$ cat config.mk
export PLATFORM = sky130hd
export DESIGN_NAME = dual_pll_clock_switch
export DESIGN_NICKNAME = d
export VERILOG_FILES = /design/src/rtl/clock_switch_pkg.sv /design/src/rtl/dual_pll_clock_switch.sv
export SDC_FILE = /design/constraint.sdc
export NUM_CORES = 1
export LEC_CHECK = 0
export BUFFER_PORTS_ARGS = -buffer_cell sky130_fd_sc_hd__buf_2
export CORE_MARGIN = 2
export CORE_UTILIZATION = 53
export DETAILED_ROUTE_END_ITERATION = 12
export PLACE_DENSITY = 0.87
export SLEW_MARGIN = 20
export SYNTH_ARGS = -nofsm -noshare
export SYNTH_HDL_FRONTEND = slang
export SYNTH_SLANG_ARGS = --single-unit
$ cat constraint.sdc
create_clock -name mclk -period 2.36 [get_ports mclk]
set_input_delay 0 -clock mclk [delete_from_list [all_inputs] [get_ports mclk]]
set_output_delay 0 -clock mclk [all_outputs]
set_load 0.05 [all_outputs]
$ cat src/rtl/clock_switch_pkg.sv
// Constants, field layout and carrier types for the dual loop clock switch.
// Overview of operation
// Hard reset clears writable config bits; primary loop runs from pins.
// Sampled ratio and range pins read back in config bits 0 to 6.
// Secondary loop uses register fields only; resets off, medium range.
// Select bit set moves core clock to secondary once the loop edges align.
// Status bit shows the active loop once each transition completes.
// Select bit cleared returns core clock to primary loop.
// Primary loop is off when its ratio is zero and internal control set.
// Software changes range and ratio only of the unselected loop.
// Software changes primary internal control only while unselected.
// Software selects a reconfigured loop only after its lock time.
// Software never selects a loop configured off.
// Never switch loops while both hold half-integer ratio codes.
// Half-integer to half-integer goes via integer ratio on the other loop.
// Mux select comes only from dedicated select logic, not the register.
// Select logic waits for both loop edges aligned with a reference edge.
// Mux select toggles only while both loop clocks are high.
// Target ratio above 2.5x suppresses exactly one core clock pulse.
// Fence passes reset values; scan shifting never reaches loop controls.
// Frequency change by hard reset holds reset while primary relocks.
// Deeper low-power modes wait until no bus operation is outstanding.
// A select written mid-switch acts only after that switch completes.
package clock_switch_pkg;

  // Register byte offsets on the Avalon slave.
  localparam logic [2:0] CLOCK_CONFIG_OFS = 3'h0;
  localparam logic [2:0] POWER_MODE_OFS = 3'h4;

  // Config register fields.
  localparam int PIN_RATIO_LSB = 0;
  localparam int PIN_RANGE_LSB = 5;
  localparam int ACTIVE_STATUS_BIT = 7;
  localparam int LOOP_SELECT_BIT = 8;
  localparam int PRIMARY_INT_BIT = 9;
  localparam int PRIMARY_RATIO_LSB = 10;
  localparam int PRIMARY_RANGE_LSB = 15;
  localparam int SECONDARY_RATIO_LSB = 17;
  localparam int SECONDARY_RANGE_LSB = 22;
  localparam int CONFIG_TOP_BIT = 23;

  // Power mode register fields.
  localparam int DOZE_BIT = 0;
  localparam int NAP_BIT = 1;
  localparam int SLEEP_BIT = 2;
  localparam int ARM_BIT = 3;

  // Reset values and the pulse block ratio threshold.
  localparam logic [4:0] RATIO_OFF = 5'h00;
  localparam logic [1:0] RANGE_MEDIUM = 2'h0;
  localparam logic [4:0] RATIO_2P5 = 5'h05;

  // Ratio codes count half steps: odd codes are half-integer ratios.
  typedef struct packed {
    logic off;
    logic [1:0] range;
    logic [4:0] ratio;
  } loop_ctrl_t;

  typedef enum {sw_idle, sw_align, sw_done} switch_state_t;

endpackage

$ cat src/rtl/dual_pll_clock_switch.sv
// Dual loop clock source control with glitch-free select and Avalon registers.
//
// Added by the designer: the register addresses and the Avalon-MM slave port.
`timescale 1ns/100ps
`default_nettype none
module dual_pll_clock_switch (
  // Clock and synchronous reset.
  input wire logic mclk,
  input wire logic reset_n,
  // Avalon-MM slave.
  input wire logic [2:0] address,
  input wire logic read,
  input wire logic write,
  input wire logic [31:0] writedata,
  input wire logic [3:0] byteenable,
  output logic [31:0] readdata,
  output logic waitrequest,
  // Strap pins for the primary loop.
  input wire logic [4:0] pin_ratio,
  input wire logic [1:0] pin_range,
  // Clock alignment observations, one cycle pulses and levels.
  input wire logic bus_ref_rise,
  input wire logic primary_rise,
  input wire logic secondary_rise,
  input wire logic primary_high,
  input wire logic secondary_high,
  // Scan shifting and bus quiescence.
  input wire logic scan_shift,
  input wire logic bus_idle,
  // Loop controls, mux select and pulse block.
  output clock_switch_pkg::loop_ctrl_t primary_ctrl,
  output clock_switch_pkg::loop_ctrl_t secondary_ctrl,
  output logic core_mux_sel,
  output logic pulse_block,
  // Power mode outputs.
  output logic doze_enter,
  output logic deep_mode_enter
);
  import clock_switch_pkg::*;

  logic [6:0] pins_q;
  logic loop_select_q;
  logic primary_int_q;
  logic [4:0] primary_ratio_q;
  logic [1:0] primary_range_q;
  logic [4:0] secondary_ratio_q;
  logic [1:0] secondary_range_q;
  logic [3:0] power_mode_q;
  logic status_q;
  logic mux_sel_q;
  logic block_q;
  logic target_q;
  logic wait_q;
  logic [31:0] readdata_q;
  logic doze_q;
  logic deep_q;
  loop_ctrl_t primary_ctrl_q;
  loop_ctrl_t secondary_ctrl_q;
  switch_state_t state_q;
  logic [31:0] config_word;
  logic access_done;
  logic aligned;
  loop_ctrl_t primary_eff;
  loop_ctrl_t secondary_eff;
  logic [4:0] target_ratio;
  logic [31:0] config_wr;
  logic [31:0] power_wr;

  function automatic logic [31:0] merge_bytes(input logic [31:0] old,
                                               input logic [31:0] new_w,
                                               input logic [3:0] be);
    logic [31:0] res;
    res = old;
    for (int i = 0; i < 4; i++) begin
      if (be[i]) begin
        res[i*8 +: 8] = new_w[i*8 +: 8];
      end
    end
    return res;
  endfunction

  // A write lands only at the edge where waitrequest is low.
  assign access_done = (read || write) && !wait_q;

  // Lanes merge over the current contents, so a partial write keeps the
  // bytes that were not enabled.
  assign config_wr = merge_bytes(config_word, writedata, byteenable);
  assign power_wr = merge_bytes({28'h000_0000, power_mode_q}, writedata,
                                byteenable);

  always_comb begin
    config_word = 32'h0000_0000;
    config_word[PIN_RATIO_LSB +: 5] = pins_q[4:0];
    config_word[PIN_RANGE_LSB +: 2] = pins_q[6:5];
    config_word[ACTIVE_STATUS_BIT] = status_q;
    config_word[LOOP_SELECT_BIT] = loop_select_q;
    config_word[PRIMARY_INT_BIT] = primary_int_q;
    config_word[PRIMARY_RATIO_LSB +: 5] = primary_ratio_q;
    config_word[PRIMARY_RANGE_LSB +: 2] = primary_range_q;
    config_word[SECONDARY_RATIO_LSB +: 5] = secondary_ratio_q;
    config_word[SECONDARY_RANGE_LSB +: 2] = secondary_range_q;
  end

  // Straps are caught while hard reset is held, so a relock uses new pins.
  always_ff @(posedge mclk) begin
    if (!reset_n) begin
      pins_q <= {pin_range, pin_ratio};
    end
  end

  // Answer every access after one wait cycle.
  always_ff @(posedge mclk) begin
    if (!reset_n) begin
      wait_q <= 1'b1;
    end else if ((read || write) && wait_q) begin
      wait_q <= 1'b0;
    end else begin
      wait_q <= 1'b1;
    end
  end

  always_ff @(posedge mclk) begin
    if (!reset_n) begin
      readdata_q <= 32'h0000_0000;
    end else if (read && wait_q) begin
      case (address)
        CLOCK_CONFIG_OFS: readdata_q <= config_word;
        POWER_MODE_OFS: readdata_q <= {28'h000_0000, power_mode_q};
        default: readdata_q <= 32'h0000_0000;
      endcase
    end
  end

  // Config register: all writable bits clear at reset.
  always_ff @(posedge mclk) begin
    if (!reset_n) begin
      loop_select_q <= 1'b0;
      primary_int_q <= 1'b0;
      primary_ratio_q <= RATIO_OFF;
      primary_range_q <= RANGE_MEDIUM;
      secondary_ratio_q <= RATIO_OFF;
      secondary_range_q <= RANGE_MEDIUM;
    end else if (access_done && write && address == CLOCK_CONFIG_OFS) begin
      loop_select_q <= config_wr[LOOP_SELECT_BIT];
      primary_int_q <= config_wr[PRIMARY_INT_BIT];
      primary_ratio_q <= config_wr[PRIMARY_RATIO_LSB +: 5];
      primary_range_q <= config_wr[PRIMARY_RANGE_LSB +: 2];
      secondary_ratio_q <= config_wr[SECONDARY_RATIO_LSB +: 5];
      secondary_range_q <= config_wr[SECONDARY_RANGE_LSB +: 2];
    end
  end

  always_ff @(posedge mclk) begin
    if (!reset_n) begin
      power_mode_q <= 4'h0;
    end else if (access_done && write && address == POWER_MODE_OFS) begin
      power_mode_q <= power_wr[3:0];
    end
  end

  // Effective loop settings before the fence.
  always_comb begin
    if (primary_int_q) begin
      primary_eff.ratio = primary_ratio_q;
      primary_eff.range = primary_range_q;
    end else begin
      primary_eff.ratio = pins_q[4:0];
      primary_eff.range = pins_q[6:5];
    end
    primary_eff.off = primary_int_q && primary_ratio_q == RATIO_OFF;
    secondary_eff.ratio = secondary_ratio_q;
    secondary_eff.range = secondary_range_q;
    secondary_eff.off = secondary_ratio_q == RATIO_OFF;
  end

  // The fence freezes loop controls while scan shifts the register chain.
  always_ff @(posedge mclk) begin
    if (!reset_n) begin
      primary_ctrl_q <= '0;
      secondary_ctrl_q <= '{off: 1'b1, range: RANGE_MEDIUM, ratio: RATIO_OFF};
    end else if (!scan_shift) begin
      primary_ctrl_q <= primary_eff;
      secondary_ctrl_q <= secondary_eff;
    end
  end

  // Both loops rise with the reference clock and both are high.
  assign aligned = bus_ref_rise && primary_rise && secondary_rise &&
                   primary_high && secondary_high;
  assign target_ratio = target_q ? secondary_ctrl_q.ratio
                                 : primary_ctrl_q.ratio;

  // Select state machine; the target is latched only when idle, so a new
  // select written mid-switch waits for the current switch to finish.
  always_ff @(posedge mclk) begin
    if (!reset_n) begin
      state_q <= sw_idle;
      target_q <= 1'b0;
    end else begin
      case (state_q)
        sw_idle: begin
          if (loop_select_q != mux_sel_q) begin
            target_q <= loop_select_q;
            state_q <= sw_align;
          end
        end
        sw_align: begin
          if (aligned) begin
            state_q <= sw_done;
          end
        end
        sw_done: state_q <= sw_idle;
        default: state_q <= sw_idle;
      endcase
    end
  end

  always_ff @(posedge mclk) begin
    if (!reset_n) begin
      mux_sel_q <= 1'b0;
    end else if (state_q == sw_align && aligned) begin
      mux_sel_q <= target_q;
    end
  end

  // Fast target loops can out-run the old clock's last pulse, so one is
  // swallowed to keep a full-width pulse at the core.
  always_ff @(posedge mclk) begin
    if (!reset_n) begin
      block_q <= 1'b0;
    end else begin
      block_q <= state_q == sw_align && aligned &&
                 target_ratio > RATIO_2P5;
    end
  end

  always_ff @(posedge mclk) begin
    if (!reset_n) begin
      status_q <= 1'b0;
    end else if (state_q == sw_done) begin
      status_q <= mux_sel_q;
    end
  end

  // Deep modes wait until no Avalon access is in flight and the bus is idle.
  always_ff @(posedge mclk) begin
    if (!reset_n) begin
      doze_q <= 1'b0;
      deep_q <= 1'b0;
    end else begin
      doze_q <= power_mode_q[ARM_BIT] && power_mode_q[DOZE_BIT];
      deep_q <= power_mode_q[ARM_BIT] &&
                (power_mode_q[NAP_BIT] || power_mode_q[SLEEP_BIT]) &&
                bus_idle && !read && !write;
    end
  end

  assign readdata = readdata_q;
  assign waitrequest = wait_q;
  assign primary_ctrl = primary_ctrl_q;
  assign secondary_ctrl = secondary_ctrl_q;
  assign core_mux_sel = mux_sel_q;
  assign pulse_block = block_q;
  assign doze_enter = doze_q;
  assign deep_mode_enter = deep_q;
endmodule
`default_nettype wire

# == Word level (Yosys, flattened, before mapping) ==
# Cells that the tools add are included.
# word_totals
regBits,114
elab_cells,71
# classes
magnitude_cmp,1
n_eq_ne,7
n_mux,7
n_reduce_logical,32
# ops
operator,count
$mux 32,2
$pmux 32 s2,1
$pmux 24 s2,1
$eq 32x1->1 const B,1
$eq 32x2->1 const B,1
$eq 32x3->1 const B,1
$logic_not 32->1,1
$logic_and 1x1->1,18
$logic_not 5->1,2
$reduce_and 2->1,5
$mux 7,1
$gt 5x3->1 const B,1
$mux 5,1
$ne 2x2->1 const B,2
$eq 3x3->1 const B,1
$logic_not 1->1,3
$logic_not 3->1,1
$logic_or 1x1->1,2
$mux 1,1
$ne 1x1->1,1

# == Logic depth before layout (Yosys ltp) ==
# logic_depth
ltp_word,6
mapped_depth,5
mapped_depth_nobuf,3

# == Worst setup path after synthesis ==
# OpenSTA, ideal clock, no wires.
# synth_path
path_type,flip-flop to flip-flop
from,reg wait_q (netlist: waitrequest)
to,reg readdata_q[12] (netlist: readdata[12])
setup_time_ns,0.070
arrival_time_ns,1.541
required_time_ns,2.290
setup_slack_ns,0.749
path_stages_with_launch,6
path_buffers,2
path_cell_list,dfxtp_1 > and2_1 > clkbuf_1 > clkbuf_1 > nand3_1 > a21oi_1
# synth_via
elab_chain_cells,1
# synth_lines
element,line,rtl
from (decl),dual_pll_clock_switch.sv:53,logic wait_q;
from (signal assigned),dual_pll_clock_switch.sv:114,wait_q <= 1'b1;
from (signal assigned),dual_pll_clock_switch.sv:116,wait_q <= 1'b0;
from (signal assigned),dual_pll_clock_switch.sv:118,wait_q <= 1'b1;
$logic_and 1x1->1,dual_pll_clock_switch.sv:125,end else if (read && wait_q) begin
to (signal assigned),dual_pll_clock_switch.sv:127,CLOCK_CONFIG_OFS: readdata_q <= config_word;
to (signal assigned),dual_pll_clock_switch.sv:128,"POWER_MODE_OFS: readdata_q <= {28'h000_0000, power_mode_q};"
to (decl),dual_pll_clock_switch.sv:54,logic [31:0] readdata_q;
# No other way between the ends.
# A chain may end at the register's enable or synchronous reset.

# == Final worst setup path ==
# layout_path
from,reg wait_q (netlist: waitrequest)
to,reg primary_range_q[1]
# layout_via
elab_chain_cells,5
# layout_lines
element,line,rtl
$logic_not 1->1,dual_pll_clock_switch.sv:83,assign access_done = (read || write) && !wait_q;
$logic_and 1x1->1,dual_pll_clock_switch.sv:83,
$logic_and 1x1->1 (2 in series),dual_pll_clock_switch.sv:143,end else if (access_done && write && address == CLOCK_CONFIG_OFS) begin
$reduce_and 2->1 (no line),n/a,
to (signal assigned),dual_pll_clock_switch.sv:147,primary_range_q <= config_wr[PRIMARY_RANGE_LSB +: 2];
to (decl),dual_pll_clock_switch.sv:45,logic [1:0] primary_range_q;
# No other way between the ends.

==> summary.txt <==
STA
  – Clk_skew: 0.00642 ns
  – Slew HR: 60.9%
  – Final Max Slew Viols: 0
  – Least-Margin Pin Slew: 0.586 ns
  – Final setup vio count: 0
  – Final period util: 66.7%
  – TNS Setup: 0 ns
  – Max Freq: 0.636 GHz
  – Endpoints failing hold: 0
  – Fin crit period: 1.57 ns
  – RSZ-0062 raised after global routing: no

Global routing
  – Met1 Use GR: 32.6%
  – GRT busiest layer: met2
  – First-pass GRT wire length: 12.7 mm
  – Total grt overflow: 0
  – Largest net degree at the start of global routing: 46
  – GR Layer Usage met3: 8.52%
  – Vias in the first global route: 2648
  – Initial antenna violation count: 0
  – All-Layer GR Usage: 26.8%
  – Met2 Track Usage GR: 43.8%

Logic synthesis
  – Top post-synthesis cells by area: dfxtp_1 (46%), mux2i_1 (12%), nand2_1 (8.0%)
  – Synth Register Bits: 76
  – Synthesized cell area: 3000 sq um
  – Top post-synthesis cells by count: dfxtp_1 (69), nand2_1 (64), mux2i_1 (36)
  – Post-synth EDFFs: 7
  – Yosys warnings: 0
  – Share of the synthesized area in the top cell type: 46.1%
  – Cell variety after synth: 37
  – Synth area leader: dfxtp_1
  – Most frequent cell after synthesis: dfxtp_1
  – Syn avg cell area: 9.49 sq um
  – Seq/Total Area, Yosys: 53.1%
  – Primary FF master, synth: dfxtp_1
  – Synth Instances: 316
  – Async SR Flop Fraction: 0%

Finish
  – Share of layout cells above drive strength 1: 27.1%
  – Layout area overhead: 32.6%
  – Antenna cells: 0
  – Final nets: 488
  – Cell area after layout: 3980 sq um
  – Final cell utilization of the core: 72.7%
  – Final non-filler cell total: 508

Floorplan
  – Chip Width: 79.2 um
  – Core area: 5470 sq um
  – Ports: 110
  – Die area: 6280 sq um
  – Initial core utilization: 54.8%
  – Die height: 79.2 um
  – Row cnt: 27

Place
  – GPL Wtd Cong: 0.822
  – DP HPWL: 4.92 mm
  – IO buf count: 88
  – Placed Cells: 459
  – Placed Area: 3450 sq um

Power
  – Clock network power share: 37.8%
  – Worst vdd ir: 0.000491 V
  – Flop pwr share: 50.7%
  – Sw frac: 25.7%
  – Combinational share of power: 11.5%
  – Int Power: 1.98 mW
  – P per Cell Area: 670 nW/um^2
  – P_sw: 0.684 mW
  – Leak pwr: 1.74 nW

Worst setup path
  – Cell breakdown of the critical path: nor3b_1 -> and3_1 -> mux2i_1
  – Arr. time, crit path: 1.84 ns
  – Reg2reg start: waitrequest
  – Peak fanout along the critical path: 8
  – CP Launch Point: waitrequest
  – Largest stage delay, worst path: 0.58 ns
  – CP Launch Type: register
  – Setup crit end kind: register
  – Slowest stage cell, crit path: and3_1
  – Req. time, crit path: 2.63 ns
  – Crit Path Class: reg2reg

CTS
  – # H-tree levels: 3
  – CTS Buf Count: 9
  – TritonCTS Sinks: 76
  – Worst-Skew Late Latency: 0.34 ns
  – Root Buffer: clkbuf_8
  – Post-CTS setup buffer count: 0
  – TritonCTS clock tree: done
  – Clock Path Buffers: 2
  – Worst-path clk slew: 0.07 ns
  – Post-CTS resize count: 0

Job
  – Max-cap violations: 0

Worst hold path
  – Hold WC Path Type: in2reg
  – HP Start: reset_n

Route
  – Drt wl/cell: 15.6 um
  – TritonRoute pass-1 iters: 4
  – DR vias/cell: 5.33
  – Post-DRT Antenna Nets: 0
  – Routed vias: 2709
  – # DRC: 0
  – DR iter-0 viols: 204
  – WL final: 7.94 mm

Run status
  – Outcome: finished, final reports clean
==> stage by stage <==
step                hold WS, ns  power [mW]  setup slack [ns]
floorplan                0.0774        1.56             0.749
detailed placement        0.178        1.64             0.838
finish                   0.0603        2.66             0.787
global route             0.0688        2.76             0.669
CTS                      0.0587        2.66             0.809
global placement          0.178        1.64             0.901
==> power by group through the flow <==
stage               sequential, mW  combinational [mW]  clock, mW
floorplan                     1.43               0.135          0
global placement              1.38               0.257          0
detailed placement            1.38               0.262          0
CTS                           1.35               0.302       1.01
global route                  1.35               0.326       1.08
finish                        1.35               0.307       1.01
==> final timing paths <==
| kind | end | cells past startpoint | slack (ns) |
|---|---|---|---|
| worst max register to register | primary_range_q[1] | 3 | 0.79 |
| worst max-delay path | primary_range_q[1] | 3 | 0.79 |
| worst min register to register | readdata[6] | 2 | 0.45 |
| worst min-delay path | secondary_ratio_q[4] | 3 | 0.06 |
==> layout make-up <==
class                   instances  area [sq um]
multi-input cells             216          1270
fillers                       411          1500
inverters                       1          3.75
well taps                      72          90.1
clock buffers                  11           151
clock inverters                 5          50.0
flip-flops and latches         76          1590
repair buffers                127           816
==> metal layers <==
metal,wire [um],vias up
met1,3330,1277
li1,-,1296
met3,548,16
met4,188,0
met2,3880,120
met5,0,-
==> cells by family after synthesis <==
group	after synthesis	share of synthesized area, %
buf+inv	31	5.46
compound gates	40	7.84
flops	76	53.1
xor+xnor	1	0.292
simple gates	124	18.6
mux	43	14.6
other cells	1	0.125
==> flip-flops by register name, summed over array words and instances, names as in the netlist, 2 cells and up <==
| register | cells |
|---|---|
| power_mode_q | 4 |
| secondary_ctrl | 8 |
| readdata | 24 |
| primary_ctrl | 8 |
| secondary_range_q | 2 |
| state_q | 2 |
| primary_ratio_q | 5 |
| pins_q | 7 |
| primary_range_q | 2 |
| secondary_ratio_q | 5 |
==> worst max-delay path: cells and delay by family (launching register included) <==
family	cells	cell delay (ns)
flops	1	0.36
mux	1	0.26
simple gates	2	0.87
==> placed cells by master, fill, tap and decap left out, types with 6 or more instances in the layout <==
master and count:
edfxtp_1 7, clkbuf_8 11, a21oi_1 23, nand2_1 64
nor2_1 21, dfxtp_1 69, o21ai_0 6, buf_4 6
buf_2 88, mux2i_1 36, nand3_1 20, dlygate4sd3_1 33
conb_1 8, mux2_2 7
==> timing repair <==
item / in CTS / in global routing
hold buffers: 33 / 0
endpoints found under the setup margin: 0 / 0
hold endpoints to repair: 32 / 0
Power figures use the tool's default switching activity.
